$ cat src/rtl/pcs_map.svh
// Constants for the PC Card socket strobe block
`ifndef PCS_MAP_SVH
`define PCS_MAP_SVH

// ----------------------------------------------------------------
// Widths
// ----------------------------------------------------------------
`define PCS_AW          26
`define PCS_DW          16
`define PCS_BYTE        8
`define PCS_CNT_W       8
`define PCS_FIFO_DEPTH  16

// ----------------------------------------------------------------
// Timing, in ns, and derived cycle counts (least times round up)
// ----------------------------------------------------------------
`define PCS_CLK_MHZ     40
`define PCS_SETUP_NS    30
`define PCS_STROBE_NS   150
`define PCS_HOLD_NS     30
`define PCS_SETUP_CYC   ((`PCS_SETUP_NS * `PCS_CLK_MHZ + 999) / 1000)
`define PCS_STROBE_CYC  ((`PCS_STROBE_NS * `PCS_CLK_MHZ + 999) / 1000)
`define PCS_HOLD_CYC    ((`PCS_HOLD_NS * `PCS_CLK_MHZ + 999) / 1000)

// ----------------------------------------------------------------
// Positions in the synchronised pin vector
// ----------------------------------------------------------------
`define PCS_SY_WP       0
`define PCS_SY_INPACK   1
`define PCS_SY_RDY      2
`define PCS_SY_WAIT     3
`define PCS_SY_TC       4
`define PCS_SY_CD1      5
`define PCS_SY_CD2      6
`define PCS_SY_W        7

`endif

$ cat src/rtl/pcs_pkg.sv
// Types shared by the PC Card socket strobe block
`include "pcs_map.svh"
package pcs_pkg;
	typedef enum logic [1:0] {ST_IDLE, ST_SETUP, ST_STROBE, ST_HOLD} pcs_state_type;

	typedef struct packed {
		logic                 write;
		logic                 io;
		logic                 attr;
		logic                 dma;
		logic                 wide;
		logic [`PCS_AW-1:0]   addr;
		logic [`PCS_DW-1:0]   wdata;
	} pcs_req_type;
endpackage : pcs_pkg

$ cat src/rtl/pcs_socket_strobes.sv
// Socket-side strobe, address and status logic of a PC Card socket controller
`include "pcs_map.svh"

// Function
// - Memory mode: REG picks attribute (low) or common (high) memory per access.
// - I/O mode, non-DMA: REG held low during I/O cycles.
// - DMA cycles: REG stays high throughout the I/O strobes.
// - ATA mode: REG permanently high.
// - A 26-bit card address is presented for every access.
// - 16-bit two-way data bus, driven on writes, sampled on reads.
// - Non-DMA memory read asserts OE low.
// - DMA write with IORD low: OE low whenever terminal count is high.
// - DMA read with IOWR low: OE stays high.
// - Non-DMA memory write asserts WE low.
// - DMA read with IOWR low: WE low whenever terminal count is high.
// - DMA write with IORD low: WE stays high.
// - IORD low for the duration of each I/O read.
// - IOWR low for the duration of each I/O write.
// - Card-type bit zero: shared input is the write-protect switch status.
// - I/O mode: low shared input means 16-bit I/O; size access accordingly.
// - DMA mode: software picks the shared input or INPACK as DMA request.
// - Memory mode: ready/busy input is readable as a status bit.
// - I/O mode: ready input is an active-low interrupt request.
// - Card WAIT low extends the cycle until WAIT returns high.
// - Low enable for even bytes, high for odd; 8-bit cards low enable, A0 set.
// - Card reset output floats unless card seated and interface enabled.
module pcs_socket_strobes
	import pcs_pkg::*;
#(
	parameter int FIFO_DEPTH = `PCS_FIFO_DEPTH
) (
	// Clock and reset
	input  wire logic                I_CLK,
	input  wire logic                I_ARST_N,
	// Request stream
	input  wire logic                I_REQ_VALID,
	output logic                     O_REQ_READY,
	input  wire logic                I_REQ_WRITE,
	input  wire logic                I_REQ_IO,
	input  wire logic                I_REQ_ATTR,
	input  wire logic                I_REQ_DMA,
	input  wire logic                I_REQ_WIDE,
	input  wire logic [`PCS_AW-1:0]  I_REQ_ADDR,
	input  wire logic [`PCS_DW-1:0]  I_REQ_WDATA,
	// Completion
	output logic                     O_RSP_VALID,
	output logic [`PCS_DW-1:0]       O_RSP_DATA,
	output logic                     O_BUSY,
	// Configuration
	input  wire logic                I_IO_CARD,
	input  wire logic                I_ATA_MODE,
	input  wire logic                I_DMA_MODE,
	input  wire logic                I_DREQ_SEL_INPACK,
	input  wire logic                I_BUS8,
	input  wire logic                I_IF_ENABLE,
	input  wire logic                I_CARD_RESET,
	// Status
	output logic                     O_WRITE_PROTECT,
	output logic                     O_IO16,
	output logic                     O_READY,
	output logic                     O_CARD_IRQ,
	output logic                     O_DMA_REQ,
	output logic                     O_INPACK_SEEN,
	output logic                     O_CARD_SEATED,
	// Socket pins
	output logic [`PCS_AW-1:0]       O_CA,
	output logic [`PCS_DW-1:0]       O_CD_OUT,
	output logic                     O_CD_OE_N,
	input  wire logic [`PCS_DW-1:0]  I_CD_IN,
	output logic                     O_REG_N,
	output logic                     O_OE_N,
	output logic                     O_WE_N,
	output logic                     O_IORD_N,
	output logic                     O_IOWR_N,
	output logic                     O_CE1_N,
	output logic                     O_CE2_N,
	output logic                     O_CRESET,
	output logic                     O_CRESET_OE_N,
	input  wire logic                I_WP_IO16_N,
	input  wire logic                I_INPACK_N,
	input  wire logic                I_RDY_IREQ_N,
	input  wire logic                I_WAIT_N,
	input  wire logic                I_TC,
	input  wire logic [1:0]          I_CDET_N
);
	// ----------------------------------------------------------------
	// State
	// ----------------------------------------------------------------
	typedef struct packed {
		pcs_state_type        st;
		logic [`PCS_CNT_W-1:0] cnt;
		pcs_req_type          req;
		logic                 split;
		logic                 hi;
		logic [`PCS_SY_W-1:0] s1;
		logic [`PCS_SY_W-1:0] s2;
		logic [`PCS_DW-1:0]   d1;
		logic [`PCS_DW-1:0]   d2;
		logic [`PCS_AW-1:0]   ca;
		logic [`PCS_DW-1:0]   dout;
		logic                 dout_oe_n;
		logic                 reg_n;
		logic                 oe_n;
		logic                 we_n;
		logic                 iord_n;
		logic                 iowr_n;
		logic                 ce1_n;
		logic                 ce2_n;
		logic [`PCS_DW-1:0]   rdata;
		logic                 rsp_valid;
		logic                 inpack_seen;
		logic                 creset;
		logic                 creset_oe_n;
	} pcs_core_type;

	pcs_core_type core_reg;
	pcs_core_type core_next;
	logic [1:0]   rst_sync;
	logic         rst_n;
	logic         fifo_valid;
	logic         fifo_pop;
	pcs_req_type  fifo_data;
	pcs_req_type  fifo_in;
	logic         tc;
	logic         wait_low;
	logic         seated;

	// ----------------------------------------------------------------
	// Reset release
	// ----------------------------------------------------------------
	always_ff @(posedge I_CLK or negedge I_ARST_N) begin
		if (!I_ARST_N) begin
			rst_sync <= 2'h0;
		end else begin
			rst_sync <= {rst_sync[0], 1'b1};
		end
	end
	assign rst_n = rst_sync[1];

	// ----------------------------------------------------------------
	// Request buffer
	// ----------------------------------------------------------------
	assign fifo_in = '{write: I_REQ_WRITE, io: I_REQ_IO, attr: I_REQ_ATTR, dma: I_REQ_DMA,
		wide: I_REQ_WIDE, addr: I_REQ_ADDR, wdata: I_REQ_WDATA};

	pcs_fifo #(
		.W     ($bits(pcs_req_type)),
		.DEPTH (FIFO_DEPTH)
	) u_req_fifo (
		.i_clk       (I_CLK),
		.i_rst_n     (rst_n),
		.i_in_valid  (I_REQ_VALID),
		.o_in_ready  (O_REQ_READY),
		.i_in_data   (fifo_in),
		.o_out_valid (fifo_valid),
		.i_out_ready (fifo_pop),
		.o_out_data  (fifo_data)
	);

	// ----------------------------------------------------------------
	// Decoding helpers
	// ----------------------------------------------------------------
	// Returns {ce2_n, ce1_n}
	function automatic logic [1:0] lanes(input logic wide, input logic a0, input logic bus8);
		if (bus8) begin
			lanes = 2'h2;
		end else if (wide) begin
			lanes = 2'h0;
		end else begin
			lanes = a0 ? 2'h1 : 2'h2;
		end
	endfunction : lanes

	function automatic logic reg_level(input pcs_req_type r, input logic ata);
		if (ata) begin
			reg_level = 1'b1;
		end else if (r.io) begin
			reg_level = r.dma;
		end else begin
			reg_level = !r.attr;
		end
	endfunction : reg_level

	// ----------------------------------------------------------------
	// Pin status
	// ----------------------------------------------------------------
	assign tc       = core_reg.s2[`PCS_SY_TC];
	assign wait_low = !core_reg.s2[`PCS_SY_WAIT];
	assign seated   = !core_reg.s2[`PCS_SY_CD1] && !core_reg.s2[`PCS_SY_CD2];

	assign O_WRITE_PROTECT = !I_IO_CARD && core_reg.s2[`PCS_SY_WP];
	assign O_IO16          = I_IO_CARD && !core_reg.s2[`PCS_SY_WP];
	assign O_READY         = !I_IO_CARD && core_reg.s2[`PCS_SY_RDY];
	assign O_CARD_IRQ      = I_IO_CARD && !core_reg.s2[`PCS_SY_RDY];
	assign O_DMA_REQ       = I_DMA_MODE && !(I_DREQ_SEL_INPACK ?
		core_reg.s2[`PCS_SY_INPACK] : core_reg.s2[`PCS_SY_WP]);
	assign O_CARD_SEATED   = seated;

	// ----------------------------------------------------------------
	// Cycle sequencer
	// ----------------------------------------------------------------
	always_comb begin
		core_next = core_reg;
		fifo_pop = 1'b0;
		core_next.rsp_valid = 1'b0;
		core_next.s1 = {I_CDET_N[1], I_CDET_N[0], I_TC, I_WAIT_N, I_RDY_IREQ_N, I_INPACK_N, I_WP_IO16_N};
		core_next.s2 = core_reg.s1;
		core_next.d1 = I_CD_IN;
		core_next.d2 = core_reg.d1;
		core_next.creset = I_CARD_RESET;
		core_next.creset_oe_n = !(seated && I_IF_ENABLE);
		case (core_reg.st)
			ST_IDLE: begin
				if (fifo_valid) begin
					fifo_pop = 1'b1;
					core_next.req = fifo_data;
					core_next.hi = 1'b0;
					core_next.split = 1'b0;
					core_next.ca = fifo_data.addr;
					if (fifo_data.wide && !I_BUS8) begin
						core_next.ca[0] = 1'b0;
					end
					{core_next.ce2_n, core_next.ce1_n} = lanes(fifo_data.wide, fifo_data.addr[0], I_BUS8);
					core_next.reg_n = reg_level(fifo_data, I_ATA_MODE);
					core_next.dout = fifo_data.wdata;
					if (!fifo_data.wide && !I_BUS8 && fifo_data.addr[0]) begin
						core_next.dout[`PCS_DW-1:`PCS_BYTE] = fifo_data.wdata[`PCS_BYTE-1:0];
					end
					core_next.dout_oe_n = !fifo_data.write;
					core_next.cnt = `PCS_CNT_W'(`PCS_SETUP_CYC - 1);
					core_next.st = ST_SETUP;
				end
			end
			ST_SETUP: begin
				if (core_reg.cnt != '0) begin
					core_next.cnt = core_reg.cnt - `PCS_CNT_W'(1);
				end else begin
					// IOIS16 read here from s2 was sampled at the edge that put the address out, before the card decodes it
					if (core_reg.req.io && !core_reg.req.dma && core_reg.req.wide && !core_reg.hi
						&& core_reg.s2[`PCS_SY_WP]) begin
						core_next.split = 1'b1;
						core_next.ce2_n = 1'b1;
					end
					if (core_reg.req.io || core_reg.req.dma) begin
						core_next.iord_n = core_reg.req.write;
						core_next.iowr_n = !core_reg.req.write;
						core_next.oe_n = !(core_reg.req.dma && !core_reg.req.write && tc);
						core_next.we_n = !(core_reg.req.dma && core_reg.req.write && tc);
					end else begin
						core_next.oe_n = core_reg.req.write;
						core_next.we_n = !core_reg.req.write;
					end
					core_next.cnt = `PCS_CNT_W'(`PCS_STROBE_CYC - 1);
					core_next.st = ST_STROBE;
				end
			end
			ST_STROBE: begin
				// Terminal count follows the pin for the whole DMA strobe
				if (core_reg.req.dma) begin
					core_next.oe_n = !(!core_reg.req.write && tc);
					core_next.we_n = !(core_reg.req.write && tc);
				end
				if (core_reg.cnt != '0) begin
					core_next.cnt = core_reg.cnt - `PCS_CNT_W'(1);
				end else if (!wait_low) begin
					// Bus copy lags two cycles; strobe is long enough to cover it
					if (!core_reg.req.write) begin
						if (core_reg.hi) begin
							core_next.rdata[`PCS_DW-1:`PCS_BYTE] = core_reg.d2[`PCS_BYTE-1:0];
						end else if (core_reg.ce1_n) begin
							core_next.rdata = {{`PCS_BYTE{1'b0}}, core_reg.d2[`PCS_DW-1:`PCS_BYTE]};
						end else if (core_reg.ce2_n) begin
							core_next.rdata = {{`PCS_BYTE{1'b0}}, core_reg.d2[`PCS_BYTE-1:0]};
						end else begin
							core_next.rdata = core_reg.d2;
						end
					end
					if (!core_reg.iord_n) begin
						core_next.inpack_seen = !core_reg.s2[`PCS_SY_INPACK];
					end
					core_next.oe_n = 1'b1;
					core_next.we_n = 1'b1;
					core_next.iord_n = 1'b1;
					core_next.iowr_n = 1'b1;
					core_next.cnt = `PCS_CNT_W'(`PCS_HOLD_CYC - 1);
					core_next.st = ST_HOLD;
				end
			end
			ST_HOLD: begin
				if (core_reg.cnt != '0) begin
					core_next.cnt = core_reg.cnt - `PCS_CNT_W'(1);
				end else if (core_reg.split && !core_reg.hi) begin
					// Second byte of a word to an 8-bit I/O port
					core_next.hi = 1'b1;
					core_next.ca[0] = 1'b1;
					core_next.dout[`PCS_BYTE-1:0] = core_reg.req.wdata[`PCS_DW-1:`PCS_BYTE];
					core_next.cnt = `PCS_CNT_W'(`PCS_SETUP_CYC - 1);
					core_next.st = ST_SETUP;
				end else begin
					core_next.ce1_n = 1'b1;
					core_next.ce2_n = 1'b1;
					core_next.reg_n = 1'b1;
					core_next.dout_oe_n = 1'b1;
					core_next.rsp_valid = 1'b1;
					core_next.st = ST_IDLE;
				end
			end
			default: begin
				core_next.st = ST_IDLE;
			end
		endcase
	end

	always_ff @(posedge I_CLK or negedge rst_n) begin
		if (!rst_n) begin
			core_reg <= '{st: ST_IDLE, s1: '1, s2: '1, dout_oe_n: 1'b1, reg_n: 1'b1, oe_n: 1'b1,
				we_n: 1'b1, iord_n: 1'b1, iowr_n: 1'b1, ce1_n: 1'b1, ce2_n: 1'b1,
				creset_oe_n: 1'b1, default: '0};
		end else begin
			core_reg <= core_next;
		end
	end

	// ----------------------------------------------------------------
	// Outputs
	// ----------------------------------------------------------------
	assign O_RSP_VALID   = core_reg.rsp_valid;
	assign O_RSP_DATA    = core_reg.rdata;
	assign O_BUSY        = (core_reg.st != ST_IDLE) || fifo_valid;
	assign O_INPACK_SEEN = core_reg.inpack_seen;
	assign O_CA          = core_reg.ca;
	assign O_CD_OUT      = core_reg.dout;
	assign O_CD_OE_N     = core_reg.dout_oe_n;
	assign O_REG_N       = core_reg.reg_n;
	assign O_OE_N        = core_reg.oe_n;
	assign O_WE_N        = core_reg.we_n;
	assign O_IORD_N      = core_reg.iord_n;
	assign O_IOWR_N      = core_reg.iowr_n;
	assign O_CE1_N       = core_reg.ce1_n;
	assign O_CE2_N       = core_reg.ce2_n;
	assign O_CRESET      = core_reg.creset;
	assign O_CRESET_OE_N = core_reg.creset_oe_n;
endmodule : pcs_socket_strobes

$ cat src/rtl/pcs_fifo.sv
// Request FIFO with valid/ready on both sides
module pcs_fifo #(
	parameter int W     = 8,
	parameter int DEPTH = 16
) (
	// Clock and reset
	input  wire logic         i_clk,
	input  wire logic         i_rst_n,
	// Fill side
	input  wire logic         i_in_valid,
	output logic              o_in_ready,
	input  wire logic [W-1:0] i_in_data,
	// Drain side
	output logic              o_out_valid,
	input  wire logic         i_out_ready,
	output logic [W-1:0]      o_out_data
);
	localparam int AW = $clog2(DEPTH);

	typedef struct packed {
		logic [DEPTH-1:0][W-1:0] mem;
		logic [AW-1:0]           wr;
		logic [AW-1:0]           rd;
		logic [AW:0]             cnt;
	} pcs_fifo_type;

	pcs_fifo_type fifo_reg;
	pcs_fifo_type fifo_next;
	logic         push;
	logic         pop;

	assign o_in_ready  = (fifo_reg.cnt != (AW+1)'(DEPTH));
	assign o_out_valid = (fifo_reg.cnt != '0);
	assign o_out_data  = fifo_reg.mem[fifo_reg.rd];
	assign push        = i_in_valid && o_in_ready;
	assign pop         = o_out_valid && i_out_ready;

	always_comb begin
		fifo_next = fifo_reg;
		if (push) begin
			fifo_next.mem[fifo_reg.wr] = i_in_data;
			fifo_next.wr = (fifo_reg.wr == AW'(DEPTH-1)) ? '0 : fifo_reg.wr + AW'(1);
		end
		if (pop) begin
			fifo_next.rd = (fifo_reg.rd == AW'(DEPTH-1)) ? '0 : fifo_reg.rd + AW'(1);
		end
		fifo_next.cnt = fifo_reg.cnt + (AW+1)'(push) - (AW+1)'(pop);
	end

	always_ff @(posedge i_clk or negedge i_rst_n) begin
		if (!i_rst_n) begin
			fifo_reg <= '0;
		end else begin
			fifo_reg <= fifo_next;
		end
	end
endmodule : pcs_fifo

$ cat config.mk
export PLATFORM = sky130hd
export DESIGN_NAME = pcs_socket_strobes
export DESIGN_NICKNAME = d
export VERILOG_FILES = /design/src/rtl/pcs_pkg.sv /design/src/rtl/pcs_socket_strobes.sv /design/src/rtl/pcs_fifo.sv
export VERILOG_INCLUDE_DIRS = /design/src /design/src/rtl
export SDC_FILE = /design/constraint.sdc
export NUM_CORES = 1
export LEC_CHECK = 0
export BUFFER_PORTS_ARGS = -buffer_cell sky130_fd_sc_hd__buf_2
export CELL_PAD_IN_SITES_DETAIL_PLACEMENT = 1
export CELL_PAD_IN_SITES_GLOBAL_PLACEMENT = 1
export CORE_MARGIN = 8
export CORE_UTILIZATION = 52
export CTS_CLUSTER_DIAMETER = 60
export DETAILED_ROUTE_END_ITERATION = 8
export GPL_TIMING_DRIVEN = 0
export HOLD_SLACK_MARGIN = 0.08
export MAX_ROUTING_LAYER = met4
export PLACE_DENSITY_LB_ADDON = 0.08
export SYNTH_ARGS = -nofsm -noshare
export SYNTH_HDL_FRONTEND = slang
export SYNTH_SLANG_ARGS = --single-unit
$ cat constraint.sdc
create_clock -name I_CLK -period 30.7 [get_ports I_CLK]
set_input_delay 3.07 -clock I_CLK [delete_from_list [all_inputs] [get_ports I_CLK]]
set_output_delay 3.07 -clock I_CLK [all_outputs]
set_load 0.005 [all_outputs]
==> out/summary.txt <==
largest net degree at the start of global routing: 75
Ports: 158
Pint: 3.45 mW
worst skew pair latency: 650 ps
DP Wirelength: 79.5 mm
GR Overflow Total: 0
post-synth cell types: 61
FFs w/ async S/R, synth: 100%
required time of the critical path: 27630 ps
CP Class: in -> out
Post-CTS Resized: 0
crit path launch type: input pin
synth-to-layout area growth: 14.1%
Avg Inst Size Synth: 14.5 um2
Die Width: 295 um
Seq/Total Area, Yosys: 56.1%
Worst Slack Setup Final: 24030 ps
final setup vio count: 0
Mapped Area: 0.0405 mm2
core area: 0.0772 mm2
sequential power share: 38.4%
Period Utilization, post-route: 21.7%
antenna violations before repair: 3
Initial DRC Count: 1470
1st-pass router iterations: 5
combinational share of power: 39.4%
Clock Skew: 17.0 ps
Nets: 3166
vias per std cell: 6.03
min Tclk post-route: 6670 ps
Fillers: 7388
crit end category: primary output
FF+latch count, synth: 907
worst slack, placed: 24010 ps
cells after synthesis: 2794
# rows: 102
multi-input logic area: 0.0162 mm2
max reg flops: 765
status: complete, no violations
final hold vios: 0
Clk pwr share: 22.1%
CTS tree: done
Max-cap violations: 0
Post-CTS Setup Bufs: 0
Max Slew Vio Count: 0
Worst-path clk slew: 50 ps
H-tree Lvls: 3
Synth Flop Type: dfrtp_1
vias in the first global route: 28543
Max-slew headroom: 9.44%
Hold Crit Class: reg -> async
final hold slack: 295 ps
Critical Path AT: 3600 ps
synth warn: 0
Leak: 21.0 nW
final antenna-violating net count: 0
routability congestion estimate: 0.799
syn nets: 2893
die area: 0.0870 mm2
share of cells above drive strength 1: 44.9%
number of enable flip-flop cells after synthesis: 0
clk sinks: 907
Pwr Total: 5.28 mW
maximum clock frequency: 150 MHz
power per cell area: 114 mW/mm2
Worst Tran Pin Value: 1360 ps
sequential standard cell area: 0.0227 mm2
worst ir drop on vdd: 0.0589 mV
first-pass GRT wire length: 181 mm
GRT Resource Usage Total: 28.3%
RSZ-0062 raised after global routing: false
clk buf depth: 3
hold bufs inserted after CTS: 0
port bufs: 157
critical path peak fanout: 1
cts bufs inserted: 100
Post-Route WL: 118 mm
Starting Density: 52.4%
clk root buf: clkbuf_16
Routed wire per std cell: 28.2 um
DRC viols: 0
Die Ht: 295 um
Net Sw Power: 1.83 mW
switching portion of total power: 34.7%
DR vias: 25260
-- cells in the final DEF, fill, tap and decap left out, drive strengths merged, types with 28 or more instances in the layout --
cell type  count
mux4         129
a22oi         34
mux2i        120
o21ai        114
a21o          28
mux2         782
nand2         82
buf          319
dfrtp        884
a221oi        37
clkbuf       285
a21oi         50
nor2          48
-- area by class of cell --
class	instances	area share, %
flip-flops and latches	907	49.2
multi-input cells	1581	35.2
clock buffers	149	6.48
plain buffers	284	3.09
well taps	1040	2.82
repair buffers	171	2.52
clock inverters	29	0.474
inverters	22	0.179
diodes	4	0.0217
-- power groups by stage --
stage               clock network, mW  logic (mW)  registers (mW)
floorplan                           0        1.46            1.96
global placement                    0        1.96            2.02
detailed placement                  0        2.08            2.04
CTS                              1.19        2.10            2.02
global route                     1.24        2.23            2.09
finish                           1.17        2.08            2.03
-- cell usage after synthesis, types with 21 or more instances --
library cell / n / area [um2]
a21oi_1: 49 / 245
dfrtp_1: 884 / 22100
a21o_1: 28 / 210
o21ai_0: 110 / 551
mux4_2: 129 / 2910
nor2_1: 48 / 180
inv_1: 21 / 78.8
clkbuf_1: 136 / 510
a211oi_1: 25 / 188
mux2_2: 782 / 8810
dfstp_2: 23 / 604
mux2i_1: 120 / 1200
buf_2: 67 / 335
o22ai_1: 26 / 163
a22oi_1: 34 / 255
buf_4: 72 / 541
nand2_1: 82 / 308
a221oi_1: 37 / 324
-- worst paths after layout --
check                                                  from                                   end  slack [ps]  cells after the start
hold / removal                        rst_sync[1]$_DFF_PN0_                    O_CRESET$_DFF_PN0_         300                      0
setup / recovery                          I_DREQ_SEL_INPACK                             O_DMA_REQ       24030                      4
max in group asynchronous             rst_sync[1]$_DFF_PN0_  u_req_fifo.fifo_reg[128]$_DFFE_PN0P_       27920                      6
min in group I_CLK                  core_next[84]$_DFF_PN0_                core_reg[84]$_DFF_PN0_         350                      0
setup reg to reg           u_req_fifo.fifo_reg[3]$_DFF_PN0_             core_reg[147]$_DFFE_PN0P_       26370                      8
hold reg to reg                       rst_sync[1]$_DFF_PN0_                    O_CRESET$_DFF_PN0_         300                      0
-- worst max-delay path: stages --
cell     delay, ps
buf_2           90
mux2i_1        190
and2_1         140
buf_2          110
-- kinds of logic (layout without fill, tap and decap cells) --
logic type	after synthesis	count (layout)	synth area share [%]
buf+inv	306	655	3.73
fa+ha+maj	19	19	0.606
xor+xnor	6	6	0.130
simple gates	180	180	2.06
other cells	1	5	0.00926
flops	907	907	56.1
compound gates	344	344	5.42
mux	1031	1031	31.9
-- per-stage QoR --
step	TNS [ps]	utilization [%]	instance area [um2]	instances
4_1_cts	0	59.8	46200	4183
2_1_floorplan	0	-	40500	2794
5_1_grt	0	59.8	46200	4186
3_3_place_gp	-4257730	55.1	42600	3991
6_report	0	59.8	46200	4187
3_5_place_dp	0	55.6	42900	4005
-- per-layer routing --
layer / vias up / GRT usage, % / wire length (um)
met2: 542 / 46.3 / 59000
met4: 0 / 9.41 / 3970
li1: 10782 / - / -
met1: 13715 / 36.6 / 50700
met5: - / - / 0
met3: 221 / 3.89 / 4370
No activity file was read; power rests on OpenSTA's default activity.
